## src/ccfg_pkg.sv

```systemverilog
/*
  Package for the channel configuration and transmit jitter register bank:
  register offsets, field positions, reset values, bus codes and state carriers.
  Assumes a 32-bit AHB-Lite bus; the ADDR_ constants are word indexes and the
  byte address of each register is four times its index.
*/
package ccfg_pkg;
  localparam logic [11:0] ADDR_JIT_CFG = 12'h002;
  localparam logic [11:0] ADDR_IRQ_SRC = 12'h380;
  localparam logic [11:0] ADDR_TMR_STS = 12'h3c0;
  localparam logic [11:0] ADDR_CHAN_CFG = 12'h001;
  localparam logic [11:0] ADDR_RATE_STS = 12'h004;

  localparam int BIT_IRQ_PEND = 7;
  localparam int BIT_TICK_FLAG = 0;
  localparam int BIT_SOFT_RST = 1;
  localparam int BIT_RATE_SEL = 0;
  localparam int BIT_LIMIT_EN = 4;
  localparam int BIT_ATTEN_EN = 3;
  localparam int BIT_DEPTH_HI = 2;
  localparam int BIT_DEPTH_LO = 1;
  localparam int BIT_CORNER = 0;

  localparam logic [7:0] RST_JIT_CFG = 8'h00;
  localparam logic [7:0] RST_CHAN_CFG = 8'h00;
  localparam logic [7:0] JIT_CFG_MASK = 8'h1f;

  localparam logic [1:0] HTRANS_NONSEQ = 2'h2;
  localparam logic [1:0] HTRANS_SEQ = 2'h3;
  localparam logic [2:0] HSIZE_WORD = 3'h2;

  localparam logic [7:0] DEPTH_128 = 8'h80;
  localparam logic [7:0] DEPTH_64 = 8'h40;
  localparam logic [7:0] DEPTH_32 = 8'h20;
  localparam logic [7:0] LIMIT_MARGIN = 8'h02;

  // Corner frequency in centihertz
  localparam logic [15:0] CORNER_T1_WIDE = 16'd500;
  localparam logic [15:0] CORNER_E1_WIDE = 16'd677;
  localparam logic [15:0] CORNER_T1_NARROW = 16'd126;
  localparam logic [15:0] CORNER_E1_NARROW = 16'd87;

  localparam logic [3:0] SOFT_RST_CYCLES = 4'h8;

  typedef struct packed {
    logic [7:0] fill;
    logic [7:0] depth;
    logic speed_up;
    logic slow_down;
  } ccfg_jit_t;

  typedef struct packed {
    logic limit_en;
    logic atten_en;
    logic [1:0] depth_sel;
    logic corner_sel;
  } ccfg_jcfg_t;

  typedef struct packed {
    logic sel;
    logic write;
    logic [11:0] addr;
    logic [31:0] rdata;
    logic ready;
    ccfg_jcfg_t jcfg;
    logic rate_sel;
    logic tick_flag;
    logic [3:0] rst_count;
    logic chan_rst;
    logic [7:0] depth_bits;
    logic [15:0] corner_chz;
    logic bypass;
    logic speed_up;
    logic slow_down;
  } ccfg_state_t;

  typedef struct packed {
    logic [7:0] fill;
    logic speed_up;
    logic slow_down;
  } ccfg_lim_state_t;
endpackage

```

## src/ccfg_regs.sv

```systemverilog
/*
  AHB-Lite slave holding the channel configuration and transmit jitter registers.
  Assumes one-word transfers on a single-slave bus clocked by REF_CLK; registers sit
  at byte address four times their index; the timer tick, pending sources and FIFO
  fill come from logic on the same clock.
*/
`timescale 1ns/1ns
module ccfg_regs (
  input wire logic REF_CLK,
  input wire logic RST,
  input wire logic HSEL,
  input wire logic [31:0] HADDR,
  input wire logic [1:0] HTRANS,
  input wire logic HWRITE,
  input wire logic [2:0] HSIZE,
  input wire logic [31:0] HWDATA,
  input wire logic HREADY,
  output logic [31:0] HRDATA,
  output logic HREADYOUT,
  output logic HRESP,
  input wire logic SECOND_TICK,
  input wire logic [6:0] CHAN0_IRQ_SOURCES,
  input wire logic [7:0] TX_FIFO_FILL,
  output logic CHAN_SOFT_RESET,
  output logic LINE_RATE_E1,
  output logic TX_ATTEN_BYPASS,
  output logic [7:0] TX_FIFO_DEPTH,
  output logic [15:0] TX_CORNER_CHZ,
  output logic TX_SPEED_UP,
  output logic TX_SLOW_DOWN
);
  ccfg_pkg::ccfg_state_t s;
  ccfg_pkg::ccfg_state_t next_s;
  logic lim_up;
  logic lim_down;
  logic irq_pending;
  logic tx_active;
  logic wr_jit;
  logic wr_tmr;
  logic wr_chan;

  // Any channel 0 source, including the timer flag
  assign irq_pending = (|CHAN0_IRQ_SOURCES) || s.tick_flag;
  assign tx_active = HSEL && HREADY && HTRANS[1];
  assign wr_jit = s.sel && s.write && (s.addr == ccfg_pkg::ADDR_JIT_CFG);
  assign wr_tmr = s.sel && s.write && (s.addr == ccfg_pkg::ADDR_TMR_STS);
  assign wr_chan = s.sel && s.write && (s.addr == ccfg_pkg::ADDR_CHAN_CFG);

  ccfg_limiter u_limiter (
    .clk(REF_CLK),
    .rst(RST),
    .enable(s.jcfg.limit_en && s.jcfg.atten_en),
    .depth(s.depth_bits),
    .fill(TX_FIFO_FILL),
    .speed_up(lim_up),
    .slow_down(lim_down)
  );

  always_comb begin
    next_s = s;
    next_s.ready = 1'b1;
    next_s.sel = tx_active;
    next_s.write = HWRITE;
    // Word index: the byte address is four times the register index
    next_s.addr = HADDR[13:2];
    next_s.rdata = '0;
    if (tx_active && !HWRITE) begin
      case (HADDR[13:2])
        ccfg_pkg::ADDR_JIT_CFG: next_s.rdata[7:0] = {3'h0, s.jcfg};
        ccfg_pkg::ADDR_IRQ_SRC: next_s.rdata[ccfg_pkg::BIT_IRQ_PEND] = irq_pending;
        ccfg_pkg::ADDR_TMR_STS: next_s.rdata[ccfg_pkg::BIT_TICK_FLAG] = s.tick_flag;
        ccfg_pkg::ADDR_CHAN_CFG: next_s.rdata[7:0] = {6'h00, s.chan_rst, s.rate_sel};
        ccfg_pkg::ADDR_RATE_STS: next_s.rdata[7:0] = s.depth_bits;
        default: next_s.rdata = '0;
      endcase
    end
    if (wr_jit) begin
      next_s.jcfg = ccfg_pkg::ccfg_jcfg_t'(HWDATA[4:0] & ccfg_pkg::JIT_CFG_MASK[4:0]);
    end
    // Set wins over a same-cycle clear
    if (SECOND_TICK) begin
      next_s.tick_flag = 1'b1;
    end else if (wr_tmr && HWDATA[ccfg_pkg::BIT_TICK_FLAG]) begin
      next_s.tick_flag = 1'b0;
    end
    if (wr_chan) begin
      next_s.rate_sel = HWDATA[ccfg_pkg::BIT_RATE_SEL];
    end
    if (wr_chan && HWDATA[ccfg_pkg::BIT_SOFT_RST]) begin
      next_s.rst_count = ccfg_pkg::SOFT_RST_CYCLES;
      next_s.chan_rst = 1'b1;
    end else if (s.rst_count != 4'h0) begin
      next_s.rst_count = s.rst_count - 4'h1;
      next_s.chan_rst = (s.rst_count != 4'h1);
    end
    case (s.jcfg.depth_sel)
      2'b00: next_s.depth_bits = ccfg_pkg::DEPTH_128;
      2'b01: next_s.depth_bits = ccfg_pkg::DEPTH_64;
      default: next_s.depth_bits = ccfg_pkg::DEPTH_32;
    endcase
    case ({s.jcfg.corner_sel, s.rate_sel})
      2'b00: next_s.corner_chz = ccfg_pkg::CORNER_T1_WIDE;
      2'b01: next_s.corner_chz = ccfg_pkg::CORNER_E1_WIDE;
      2'b10: next_s.corner_chz = ccfg_pkg::CORNER_T1_NARROW;
      default: next_s.corner_chz = ccfg_pkg::CORNER_E1_NARROW;
    endcase
    next_s.bypass = !s.jcfg.atten_en;
    next_s.speed_up = lim_up;
    next_s.slow_down = lim_down;
  end

  always_ff @(posedge REF_CLK) begin
    if (RST) begin
      s <= '0;
      s.ready <= 1'b1;
      s.bypass <= 1'b1;
      s.depth_bits <= ccfg_pkg::DEPTH_128;
      s.corner_chz <= ccfg_pkg::CORNER_T1_WIDE;
    end else begin
      s <= next_s;
    end
  end

  assign HRDATA = s.rdata;
  assign HREADYOUT = s.ready;
  assign HRESP = 1'b0;
  assign CHAN_SOFT_RESET = s.chan_rst;
  assign LINE_RATE_E1 = s.rate_sel;
  assign TX_ATTEN_BYPASS = s.bypass;
  assign TX_FIFO_DEPTH = s.depth_bits;
  assign TX_CORNER_CHZ = s.corner_chz;
  assign TX_SPEED_UP = s.speed_up;
  assign TX_SLOW_DOWN = s.slow_down;

  chk_pending_read: assert property (@(posedge REF_CLK) disable iff (RST)
    tx_active && !HWRITE && HADDR[13:2] == ccfg_pkg::ADDR_IRQ_SRC |=>
      HRDATA[ccfg_pkg::BIT_IRQ_PEND] == $past(irq_pending))
    else $error("pending bit read wrong");
  chk_pending_none: assert property (@(posedge REF_CLK) disable iff (RST)
    tx_active && !HWRITE && HADDR[13:2] == ccfg_pkg::ADDR_IRQ_SRC && !irq_pending |=> HRDATA == 32'h0)
    else $error("pending word not zero");
  chk_tick_set: assert property (@(posedge REF_CLK) disable iff (RST)
    SECOND_TICK |=> s.tick_flag)
    else $error("tick flag not set");
  chk_tick_clear: assert property (@(posedge REF_CLK) disable iff (RST)
    wr_tmr && HWDATA[ccfg_pkg::BIT_TICK_FLAG] && !SECOND_TICK |=> !s.tick_flag)
    else $error("tick flag not cleared");
  chk_tick_hold: assert property (@(posedge REF_CLK) disable iff (RST)
    !SECOND_TICK && !(wr_tmr && HWDATA[ccfg_pkg::BIT_TICK_FLAG]) |=> s.tick_flag == $past(s.tick_flag))
    else $error("tick flag changed alone");
  // Pulse spans eight cycles from the write that starts it
  chk_soft_rst: assert property (@(posedge REF_CLK) disable iff (RST)
    wr_chan && HWDATA[ccfg_pkg::BIT_SOFT_RST] && s.rst_count == 4'h0 |=>
      CHAN_SOFT_RESET [*8] ##1 !CHAN_SOFT_RESET)
    else $error("soft reset not self clearing");
  chk_soft_idle: assert property (@(posedge REF_CLK) disable iff (RST)
    s.rst_count == 4'h0 && !(wr_chan && HWDATA[ccfg_pkg::BIT_SOFT_RST]) |=> !CHAN_SOFT_RESET)
    else $error("soft reset without write");
  chk_rate_write: assert property (@(posedge REF_CLK) disable iff (RST)
    wr_chan |=> LINE_RATE_E1 == $past(HWDATA[ccfg_pkg::BIT_RATE_SEL]))
    else $error("rate select not written");
  chk_rate_hold: assert property (@(posedge REF_CLK) disable iff (RST)
    !wr_chan |=> $stable(LINE_RATE_E1))
    else $error("rate select changed alone");
  chk_limit_gate: assert property (@(posedge REF_CLK) disable iff (RST)
    !(s.jcfg.limit_en && s.jcfg.atten_en) |=> ##1 !TX_SPEED_UP && !TX_SLOW_DOWN)
    else $error("speed request while limit off");
  chk_bypass: assert property (@(posedge REF_CLK) disable iff (RST)
    !s.jcfg.atten_en |=> TX_ATTEN_BYPASS)
    else $error("attenuator not bypassed");
  chk_bypass_off: assert property (@(posedge REF_CLK) disable iff (RST)
    s.jcfg.atten_en |=> !TX_ATTEN_BYPASS)
    else $error("attenuator not inserted");
  chk_depth_full: assert property (@(posedge REF_CLK) disable iff (RST)
    s.jcfg.depth_sel == 2'b00 |=> TX_FIFO_DEPTH == ccfg_pkg::DEPTH_128)
    else $error("depth 128 wrong");
  chk_depth_half: assert property (@(posedge REF_CLK) disable iff (RST)
    s.jcfg.depth_sel == 2'b01 |=> TX_FIFO_DEPTH == ccfg_pkg::DEPTH_64)
    else $error("depth 64 wrong");
  chk_depth_map: assert property (@(posedge REF_CLK) disable iff (RST)
    s.jcfg.depth_sel[1] |=> TX_FIFO_DEPTH == ccfg_pkg::DEPTH_32)
    else $error("depth mapping wrong");
  chk_corner_map: assert property (@(posedge REF_CLK) disable iff (RST)
    !s.jcfg.corner_sel && !s.rate_sel |=> TX_CORNER_CHZ == ccfg_pkg::CORNER_T1_WIDE)
    else $error("corner frequency wrong");
  chk_corner_narrow: assert property (@(posedge REF_CLK) disable iff (RST)
    s.jcfg.corner_sel && s.rate_sel |=> TX_CORNER_CHZ == ccfg_pkg::CORNER_E1_NARROW)
    else $error("narrow corner wrong");
endmodule

```

## src/ccfg_limiter.sv

```systemverilog
/*
  Fill-level watcher for the transmit jitter FIFO: raises a speed request near
  empty or near full while the limit function is on. Inputs come from the same clock.
*/
`timescale 1ns/1ns
module ccfg_limiter (
  input wire logic clk,
  input wire logic rst,
  input wire logic enable,
  input wire logic [7:0] depth,
  input wire logic [7:0] fill,
  output logic speed_up,
  output logic slow_down
);
  ccfg_pkg::ccfg_lim_state_t s;
  ccfg_pkg::ccfg_lim_state_t next_s;

  always_comb begin
    next_s = s;
    next_s.fill = fill;
    // Nine bits so a fill near 255 cannot wrap past the depth
    next_s.speed_up = enable && (({1'b0, fill} + {1'b0, ccfg_pkg::LIMIT_MARGIN}) >= {1'b0, depth});
    next_s.slow_down = enable && (fill <= ccfg_pkg::LIMIT_MARGIN);
  end

  always_ff @(posedge clk) begin
    if (rst) begin
      s <= '0;
    end else begin
      s <= next_s;
    end
  end

  assign speed_up = s.speed_up;
  assign slow_down = s.slow_down;

  chk_limit_off: assert property (@(posedge clk) disable iff (rst)
    !$past(enable) |-> !speed_up && !slow_down)
    else $error("limit request while disabled");
  chk_near_empty: assert property (@(posedge clk) disable iff (rst)
    enable && fill <= ccfg_pkg::LIMIT_MARGIN |=> slow_down)
    else $error("no slow down near empty");
endmodule

```

## config.mk

```make
export PLATFORM = sky130hd
export DESIGN_NAME = ccfg_regs
export DESIGN_NICKNAME = d
export VERILOG_FILES = /design/src/ccfg_pkg.sv /design/src/ccfg_regs.sv /design/src/ccfg_limiter.sv
export SDC_FILE = /design/constraint.sdc
export NUM_CORES = 1
export LEC_CHECK = 0
export BUFFER_PORTS_ARGS = -buffer_cell sky130_fd_sc_hd__buf_4
export CAP_MARGIN = 15
export CORE_ASPECT_RATIO = 0.6
export CORE_UTILIZATION = 47
export DETAILED_ROUTE_END_ITERATION = 8
export HOLD_SLACK_MARGIN = 0.02
export PLACE_DENSITY = 0.88
export REMOVE_ABC_BUFFERS = 1
export SLEW_MARGIN = 20
export SYNTH_ARGS = -nofsm -noshare
export SYNTH_HDL_FRONTEND = slang
export SYNTH_HIERARCHICAL = 1
export SYNTH_SLANG_ARGS = --single-unit
```

## constraint.sdc

```tcl
create_clock -name REF_CLK -period 2.8 [get_ports REF_CLK]
set_input_delay 0.42 -clock REF_CLK [delete_from_list [all_inputs] [get_ports REF_CLK]]
set_output_delay 0.42 -clock REF_CLK [all_outputs]
set_load 0.02 [all_outputs]
```

==> impl_metrics.tcl, run 1 <==
set metrics [dict create \
    clock.fmax_ghz 0.614 \
    endpoint_kind "register" \
    grt_util_met1_pct 23.3 \
    cts_setup_buffers 0 \
    hold_class "in -> reg" \
    drive_above_1_share_pct 25.0 \
    setup.worst_path.start_class "register" \
    place_congestion 0.855 \
    required_ps 3010 \
    ys_seq_elements 50 \
    place_inst 382 \
    critPathKind "reg -> reg" \
    track_usage_pct 17.4 \
    clkSinkCount 50 \
    yosys-top-cells-count "buf_4 (58), dfxtp_1 (50), nor2b_1 (23)" \
    synthSimpleGateAreaFrac_pct 23.4 \
    hold_violations 0 \
    cts_inserted_buffers 5 \
    finalCritPeriodShare_pct 58.2 \
    clk_latency_ps 310 \
    ctsHoldBuffers 0 \
    slew_viol_final 0 \
    synth-seq-area-share_pct 39.0 \
    grt_max_degree 35 \
    cp.arrival_ps 1830 \
    cts.path.max_buffers 2 \
    busiest_layer "met2" \
    yosys_warnings 6 \
    rows 20 \
    synth_top_area_share_pct 39.0 \
    drc 0 \
    initial_core_util_pct 49.8 \
    core_area_sq_mm 0.00515 \
    synth_xor_area_share_pct 2.39 \
    max-vdd-ir-drop_mv 0.295 \
    muxShareOfSynthArea_pct 3.32 \
    rsz0062_at_grt "false" \
    synth_top_family_by_area "simple AND/OR/NAND/NOR gates" \
    synthArstFlopShare_pct 0 \
    setup_ws_ps 1170 \
    status "finished, final reports clean" \
    use_met2_pct 27.3 \
    synthAdderAreaFrac_pct 5.85 \
    dpl_cell_area_sq_mm 0.00282 \
    synth_edf_count 0 \
    skew_ps 6.06 \
    ys_types 48 \
    diodes 0 \
    synth_flop_cell "dfxtp_1" \
    drt_iter0_markers 82 \
    dieArea_sq_mm 0.00577 \
    yosys-top-cells-area "dfxtp_1 (39%), buf_4 (17%), ha_1 (5.9%)" \
    via_per_inst 4.56 \
    p_leak_nw 1.34 \
    clockRootBuffer "clkbuf_8" \
    p_per_area_mw_per_mm2 563 \
    clk_pin_slew_worst_paths_ps 80 \
    syn_inst 274 \
    final_util_pct 56.7 \
    antenna_found_initial 0 \
    drt-pass1-iter-count 4 \
    areaGrowthSynthToFinish_pct 13.9 \
    tns_ps 0 \
    dp_hpwl_mm 3.76 \
    pre_cts_ws_ps 1040 \
    antenna_left 0 \
    cap_viol_max_count 0 \
    fin_nets 425 \
    netlist_area_sq_mm 0.00257 \
    avgSynthCellArea_sq_um 9.37 \
    dieHeight_um 59.2 \
    cts-resized-gates 0 \
    portBuffers 63 \
    io_pins 153 \
    fp.dieW_um 97.4 \
    timing.hold.ws_ps 328 \
    grt_pass1_vias 1611 \
    yosysMostFrequentCell "buf_4" \
    p_total_mw 1.65 \
    yosys.area.top_type "dfxtp_1" \
    grt_first_pass_wirelength_mm 7.71 \
    met3_usage_pct 5.66 \
    h-tree-depth 2 \
    grt_overflow 0 \
    wl_mm 4.86 \
    finalSetupViolations 0 \
    critPathMaxFanout 5 \
    stdcell_area_sq_mm 0.00292 \
    fillers 455 \
    synth_compound_area_share_pct 5.02 \
    wl_per_cell_um 12.5 \
    tritoncts "built" \
    period_needed_ps 1630 \
    routed-via-count 1778 \
    final-instance-count-excl-fill 390 \
]
layout by cell type, fill, tap and decap left out, types with 2 or more instances in the layout:
master	n
a21oi_1	6
a22oi_1	2
and3_1	3
and4b_1	2
buf_4	63
clkbuf_1	2
clkbuf_8	5
conb_1	43
dfxtp_1	50
ha_1	12
inv_1	20
mux2i_1	7
nand2_1	11
nand2b_1	10
nand3_1	3
nand4_1	3
nor2_1	11
nor2b_1	23
nor3_1	5
nor4_1	7
nor4_4	2
o21ai_0	2
xnor2_1	4
xor2_1	3
worst max-delay path: stages (launching register included):
cell and delay, ps:
dfxtp_1 330, nor4_4 380, and4_1 480, mux2_4 330
sequential cells by signal, summed over array words and instances (netlist names):
name / flops
CHAN_SOFT_RESET: 1
HRDATA: 8
LINE_RATE_E1: 1
TX_ATTEN_BYPASS: 1
TX_CORNER_CHZ: 8
TX_FIFO_DEPTH: 3
TX_SLOW_DOWN: 1
TX_SPEED_UP: 1
s: 24
u_limiter/slow_down: 1
u_limiter/speed_up: 1
layout make-up:
cell class | instances | area (sq um) | share of cell area (%)
Clock buffer | 7 | 76.3 | 2.61
Clock inverter | 1 | 30.0 | 1.03
Inverter | 20 | 75.1 | 2.57
Multi-Input combinational cell | 183 | 1190 | 40.6
Sequential cell | 50 | 1000 | 34.2
Tap cell | 66 | 82.6 | 2.82
Timing Repair Buffer | 63 | 473 | 16.2
final timing paths:
| path | endpoint | slack (ps) | cells after the start | from |
|---|---|---|---|---|
| worst min register to register | TX_ATTEN_BYPASS | 440 | 1 | s[37] |
| worst max register to register | s[36] | 1170 | 3 | s[77] |
| worst max-delay path | s[36] | 1170 | 3 | s[77] |
| worst min-delay path | s[77] | 330 | 2 | HADDR[7] |
report_power, final:
part	total [mW]	leakage (nW)	switching [mW]	internal (mW)
Sequential	0.795	0.408	0.0407	0.754
Combinational	0.349	0.882	0.189	0.161
Clock	0.502	0.0524	0.235	0.267
metal layers:
metal  routed length [um]  part of all wire, %  vias to the layer above
met2                 2190                   45                       69
met5                    0                    0                        -
li1                     -                    -                      904
met1                 2340                   48                      801
met4                   42                 0.86                        0
met3                  290                  6.0                        4
kinds of logic after synthesis:
| kind of cell | Yosys count |
|---|---|
| AOI/OAI and AO/OA | 19 |
| xor gates and xnor gates | 7 |
| adders and majority gates | 12 |
| buffers and inverters | 82 |
| DFF | 50 |
| muxes | 8 |
| other | 2 |
| and+or+nand+nor | 94 |
Power figures use the tool's default switching activity.
==> inputs of run 2 (changes only) <==
--- a/config.mk
+++ b/config.mk
@@ -5,13 +5,14 @@
 export SDC_FILE = /design/constraint.sdc
 export NUM_CORES = 1
 export LEC_CHECK = 0
+export ABC_AREA = 1
 export BUFFER_PORTS_ARGS = -buffer_cell sky130_fd_sc_hd__buf_4
 export CAP_MARGIN = 15
 export CORE_ASPECT_RATIO = 0.6
-export CORE_UTILIZATION = 47
+export CORE_UTILIZATION = 44
 export DETAILED_ROUTE_END_ITERATION = 8
 export HOLD_SLACK_MARGIN = 0.02
-export PLACE_DENSITY = 0.88
+export PLACE_DENSITY = 0.82
 export REMOVE_ABC_BUFFERS = 1
 export SLEW_MARGIN = 20
 export SYNTH_ARGS = -nofsm -noshare
==> constraint.sdc (replaced) <==
create_clock -name REF_CLK -period 1.7 [get_ports REF_CLK]
set_input_delay 0.255 -clock REF_CLK [delete_from_list [all_inputs] [get_ports REF_CLK]]
set_output_delay 0.255 -clock REF_CLK [all_outputs]
set_load 0.02 [all_outputs]
==> impl_metrics.tcl, run 2 <==
set metrics [dict create \
    wl_per_cell_um 10.4 \
    drt_iter0_markers 62 \
    cp.arrival_ps 1680 \
    fp.dieW_um 102 \
    status "finished, final reports clean" \
    portBuffers 63 \
    crit_chain "buf_4, ha_1, xor2_1, ha_1, nand2_1, nor2_1, nand2_1, nand3_1, nand2_1, nand2_1, nand2_1, a21oi_2" \
    synth-seq-area-share_pct 37.9 \
    slew_viol_final 0 \
    seqPwrFrac_pct 50.3 \
    p_per_area_mw_per_mm2 859 \
    fin_nets 510 \
    finalSetupViolations 0 \
    rows 21 \
    synthArstFlopShare_pct 0 \
    hold_violations 0 \
    timing.hold.ws_ps 155 \
    synth_flop_cell "dfxtp_1" \
    clk_latency_ps 290 \
    clkSinkCount 50 \
    initial_core_util_pct 46.5 \
    stdcell_area_sq_mm 0.00299 \
    drt-pass1-iter-count 4 \
    critical-path-max-stage-delay_ps 270 \
    antenna_left 0 \
    dieHeight_um 62.0 \
    cpMaxStageDelayCell "ha_1" \
    combPwrFrac_pct 24.7 \
    yosysMostFrequentCell "nor2_1" \
    drc 0 \
    cap_viol_max_count 0 \
    pre_cts_ws_ps -6.75 \
    ys_seq_elements 50 \
    tritoncts "built" \
    drive_above_1_share_pct 20.1 \
    ctsHoldBuffers 0 \
    clockRootBuffer "clkbuf_8" \
    yosys-top-cells-count "nor2_1 (63), buf_4 (58), nand2_1 (55)" \
    largest_register "s" \
    h-tree-depth 2 \
    cts_inserted_buffers 5 \
    dp_hpwl_mm 3.99 \
    skew_ps 3.52 \
    antenna_found_initial 0 \
    routed-via-count 2057 \
    wl_mm 5.07 \
    rsz0062_at_grt "false" \
    cts.path.max_buffers 2 \
    diodes 0 \
    grt_overflow 0 \
    critPathMaxFanout 3 \
    critPathKind "in -> reg" \
    io_pins 153 \
    clockPowerShare_pct 25.0 \
    p_int_mw 1.77 \
    synth_top_area_share_pct 37.9 \
    dieArea_sq_mm 0.00633 \
    core_area_sq_mm 0.00568 \
    p_leak_nw 1.55 \
    setup_ws_ps 251 \
    clock.fmax_ghz 0.690 \
    ys_types 28 \
    grt_pass1_vias 1834 \
    max-vdd-ir-drop_mv 0.405 \
    cts_setup_buffers 0 \
    yosys.area.top_type "dfxtp_1" \
    hold_class "in -> reg" \
    place_congestion 0.847 \
    power.switching_mw 0.796 \
    track_usage_pct 16.4 \
    period_needed_ps 1450 \
    grt_first_pass_wirelength_mm 7.82 \
    largest_reg_flops 24 \
    areaGrowthSynthToFinish_pct 13.2 \
    cts-resized-gates 0 \
    final_cell_mix "nor2_1 (63), buf_4 (63), nand2_1 (55)" \
    p_sw_share_pct 31.0 \
    synth_edf_count 0 \
    yosys_warnings 6 \
    grt_max_degree 26 \
    finalCritPeriodShare_pct 85.2 \
    avgSynthCellArea_sq_um 7.38 \
    yosys-top-cells-area "dfxtp_1 (38%), buf_4 (16%), nor2_1 (9.0%)" \
    via_per_inst 4.22 \
    syn_inst 358 \
    clk_pin_slew_worst_paths_ps 80 \
    dpl_cell_area_sq_mm 0.00291 \
    cpMostUsedCell "nand2_1" \
    netlist_area_sq_mm 0.00264 \
    fillers 561 \
    endpoint_kind "register" \
    required_ps 1940 \
    setup.worst_path.start_class "input port" \
]
## run 2: cell count changes after synthesis, moves of 10 or more
| cell | before | now |
|---|---|---|
| nand2b_1 | 10 | 0 |
| inv_1 | 20 | 52 |
| nand2_1 | 11 | 55 |
| nand3_1 | 3 | 17 |
| nor2_1 | 11 | 63 |
| nor2b_1 | 23 | 0 |
## run 2: worst max-delay path, delay by kind of cell
| kind | cells | cell delay [ps] |
|---|---|---|
| and+or+nand+nor | 7 | 520 |
| buffers and inverters | 1 | 120 |
| adders and majority gates | 2 | 510 |
| AOI/OAI and AO/OA | 1 | 110 |
| xor gates and xnor gates | 1 | 160 |
## run 2: final timing paths
kind / startpoint / to / slack, ps / depth (start not counted)
min: TX_FIFO_FILL[0] / u_limiter/slow_down / 160 / 2
max reg2reg: s[28] / s[31] / 450 / 7
min reg2reg: u_limiter/slow_down / TX_SLOW_DOWN / 410 / 2
max: TX_FIFO_FILL[1] / u_limiter/speed_up / 250 / 12
## run 2: logic make-up after synthesis
family	share of synthesized area [%]
AO/OA/AOI/OAI	3.65
other	0.284
buffers and inverters	25.2
adder cells (fa/ha/maj)	5.68
AND/OR/NAND/NOR	26.0
flip-flops	37.9
XOR/XNOR	1.33
## run 2: area by class of cell
cell class | count | area [sq um] | area share [%]
Tap cell | 80 | 100 | 3.35
Clock buffer | 7 | 76.3 | 2.55
Inverter | 56 | 210 | 7.03
Timing Repair Buffer | 63 | 473 | 15.8
Sequential cell | 50 | 1000 | 33.5
Multi-Input combinational cell | 232 | 1130 | 37.8
## run 2: power groups by stage
stage	logic [mW]	registers (mW)	clock network [mW]
after floorplan	0.428	1.32	0
after global placement	0.588	1.32	0
after detailed placement	0.621	1.32	0
after CTS	0.630	1.29	0.648
after global routing	0.708	1.30	0.707
final	0.633	1.29	0.641
## run 2: metrics by stage
step           power (mW)  utilization (%)  cells  TNS, ps
6_report             2.57             52.7    488        0
5_1_grt              2.72             52.7    488        0
4_1_cts              2.57             52.7    488        0
3_5_place_dp         1.94             51.3    481    -6.75
3_3_place_gp         1.90             51.3    481    -7.98
2_1_floorplan        1.75                -    338        0
## run 2: routing by layer
| metal | GRT usage [%] | part of all wire (%) | vias to the layer above |
|---|---|---|---|
| li1 | - | - | 1080 |
| met1 | 20.8 | 48 | 925 |
| met2 | 27.9 | 44 | 48 |
| met4 | 4.69 | 0.79 | 0 |
| met5 | 0 | 0 | - |
| met3 | 4.70 | 6.8 | 4 |
==> inputs of run 3 (changes only) <==
--- a/config.mk
+++ b/config.mk
@@ -6,13 +6,13 @@
 export NUM_CORES = 1
 export LEC_CHECK = 0
 export ABC_AREA = 1
-export BUFFER_PORTS_ARGS = -buffer_cell sky130_fd_sc_hd__buf_4
 export CAP_MARGIN = 15
 export CORE_ASPECT_RATIO = 0.6
-export CORE_UTILIZATION = 44
+export CORE_UTILIZATION = 60
 export DETAILED_ROUTE_END_ITERATION = 8
+export DONT_BUFFER_PORTS = 1
 export HOLD_SLACK_MARGIN = 0.02
-export PLACE_DENSITY = 0.82
+export PLACE_DENSITY = 0.78
 export REMOVE_ABC_BUFFERS = 1
 export SLEW_MARGIN = 20
 export SYNTH_ARGS = -nofsm -noshare
==> impl_metrics.tcl, run 3 (synthesized netlist as in run 2, its figures left out) <==
set metrics [dict create \
    status "finished, final reports clean" \
    cts-resized-gates 0 \
    p_leak_nw 1.26 \
    place_inst 398 \
    finalSetupViolations 0 \
    final_cell_mix "nor2_1 (63), nand2_1 (55), inv_1 (52)" \
    setup_ws_ps 403 \
    antenna_found_initial 0 \
    clk_latency_ps 300 \
    wl_per_cell_um 11.6 \
    fin_nets 450 \
    cts_inserted_buffers 5 \
    grt_max_degree 18 \
    rows 18 \
    drt_iter0_markers 91 \
    io_pins 153 \
    period_needed_ps 1300 \
    final-instance-count-excl-fill 408 \
    skew_ps 2.45 \
    max-vdd-ir-drop_mv 0.477 \
    drc 0 \
    grt_pass1_vias 1647 \
    track_usage_pct 20.8 \
    cap_viol_max_count 0 \
    routed-via-count 1843 \
    slew_viol_final 0 \
    cts.path.max_buffers 2 \
    drt-pass1-iter-count 5 \
    via_per_inst 4.52 \
    diodes 0 \
    hold_violations 0 \
    core_area_sq_mm 0.00417 \
    endpoint_kind "register" \
    dieHeight_um 53.4 \
    dp_hpwl_mm 3.68 \
    max_slew_margin_pct 54.7 \
    tns_ps 0 \
    dpl_cell_area_sq_mm 0.00242 \
    clk_pin_slew_worst_paths_ps 80 \
    areaGrowthSynthToFinish_pct -4.50 \
    grt_overflow 0 \
    initial_core_util_pct 63.4 \
    dieArea_sq_mm 0.00468 \
    p_per_area_mw_per_mm2 981 \
    portBuffers 0 \
    drive_above_1_share_pct 5.46 \
    critPathKind "reg -> reg" \
    place_congestion 0.787 \
    clockRootBuffer "clkbuf_8" \
    rsz0062_at_grt "false" \
    cp.arrival_ps 1500 \
    clkSinkCount 50 \
    required_ps 1900 \
    pre_cts_ws_ps 84.9 \
    grt_first_pass_wirelength_mm 7.07 \
    worst_pin_slew_ps 677 \
    wl_mm 4.72 \
    stdcell_area_sq_mm 0.00252 \
    antenna_left 0 \
    critPathMaxFanout 3 \
    p_total_mw 2.47 \
    largest_register "s" \
    h-tree-depth 2 \
    hold_class "in -> reg" \
    fp.dieW_um 87.7 \
    clock.fmax_ghz 0.771 \
    setup.worst_path.start_class "register" \
    finalCritPeriodShare_pct 76.3 \
    largest_reg_flops 24 \
    tritoncts "built" \
    layout_commonest_cell "nor2_1" \
]
## run 3: changes by cell type in the layout (fill, tap and decap cells not counted)
cell | before | now
buf_4 | 63 | 0
dlygate4sd3_1 | 0 | 3
## run 3: critical path, cell delays in order (launching register included)
cell and delay [ps]:
dfxtp_1 490, inv_1 80, ha_1 310, nand2_1 70, inv_1 30, nand2_1 50, nand2_1 40, nand2_1 70
a21oi_2 50
## run 3: final timing paths
kind	endpoint	from	slack (ps)	depth (start not counted)
max	u_limiter/speed_up	TX_FIFO_DEPTH[6]	400	8
min	u_limiter/slow_down	TX_FIFO_FILL[0]	40	1
max reg2reg	u_limiter/speed_up	TX_FIFO_DEPTH[6]	400	8
min reg2reg	TX_SPEED_UP	u_limiter/speed_up	410	2
## run 3: routing by layer
| metal | wire length (um) | track usage (%) | vias up |
|---|---|---|---|
| li1 | - | - | 961 |
| met4 | 25 | 5.74 | 0 |
| met1 | 2100 | 24.1 | 791 |
| met3 | 587 | 10.3 | 4 |
| met2 | 2010 | 34.1 | 87 |
| met5 | 0 | 0 | - |
## run 3: what timing repair did
action                                 4_1_cts  5_1_grt
hold buffers                                 2        1
setup buffers                                0        0
endpoints found under the hold margin       17        1
## run 3: area by class of cell
| cell class | instances | area, sq um |
|---|---|---|
| clock buffers | 7 | 76.3 |
| fillers | 384 | 1640 |
| inverters | 56 | 210 |
| multi-input cells | 232 | 1130 |
| flip-flops and latches | 50 | 1000 |
| well taps | 60 | 75.1 |
| repair buffers | 3 | 30.0 |
## run 3: power breakdown
part / internal (mW) / leakage (nW) / switching (mW)
clock: 0.284 / 0.0383 / 0.353
sequential: 1.24 / 0.408 / 0.0665
combinational: 0.184 / 0.809 / 0.345
total: 1.71 / 1.26 / 0.764
## run 3: through the flow
stage | hold WS [ps] | utilization [%]
after floorplan | 324 | -
after global placement | 329 | 58.0
after detailed placement | 333 | 58.0
after CTS | 22.3 | 60.3
after global routing | 30.6 | 60.5
final | 40.3 | 60.5
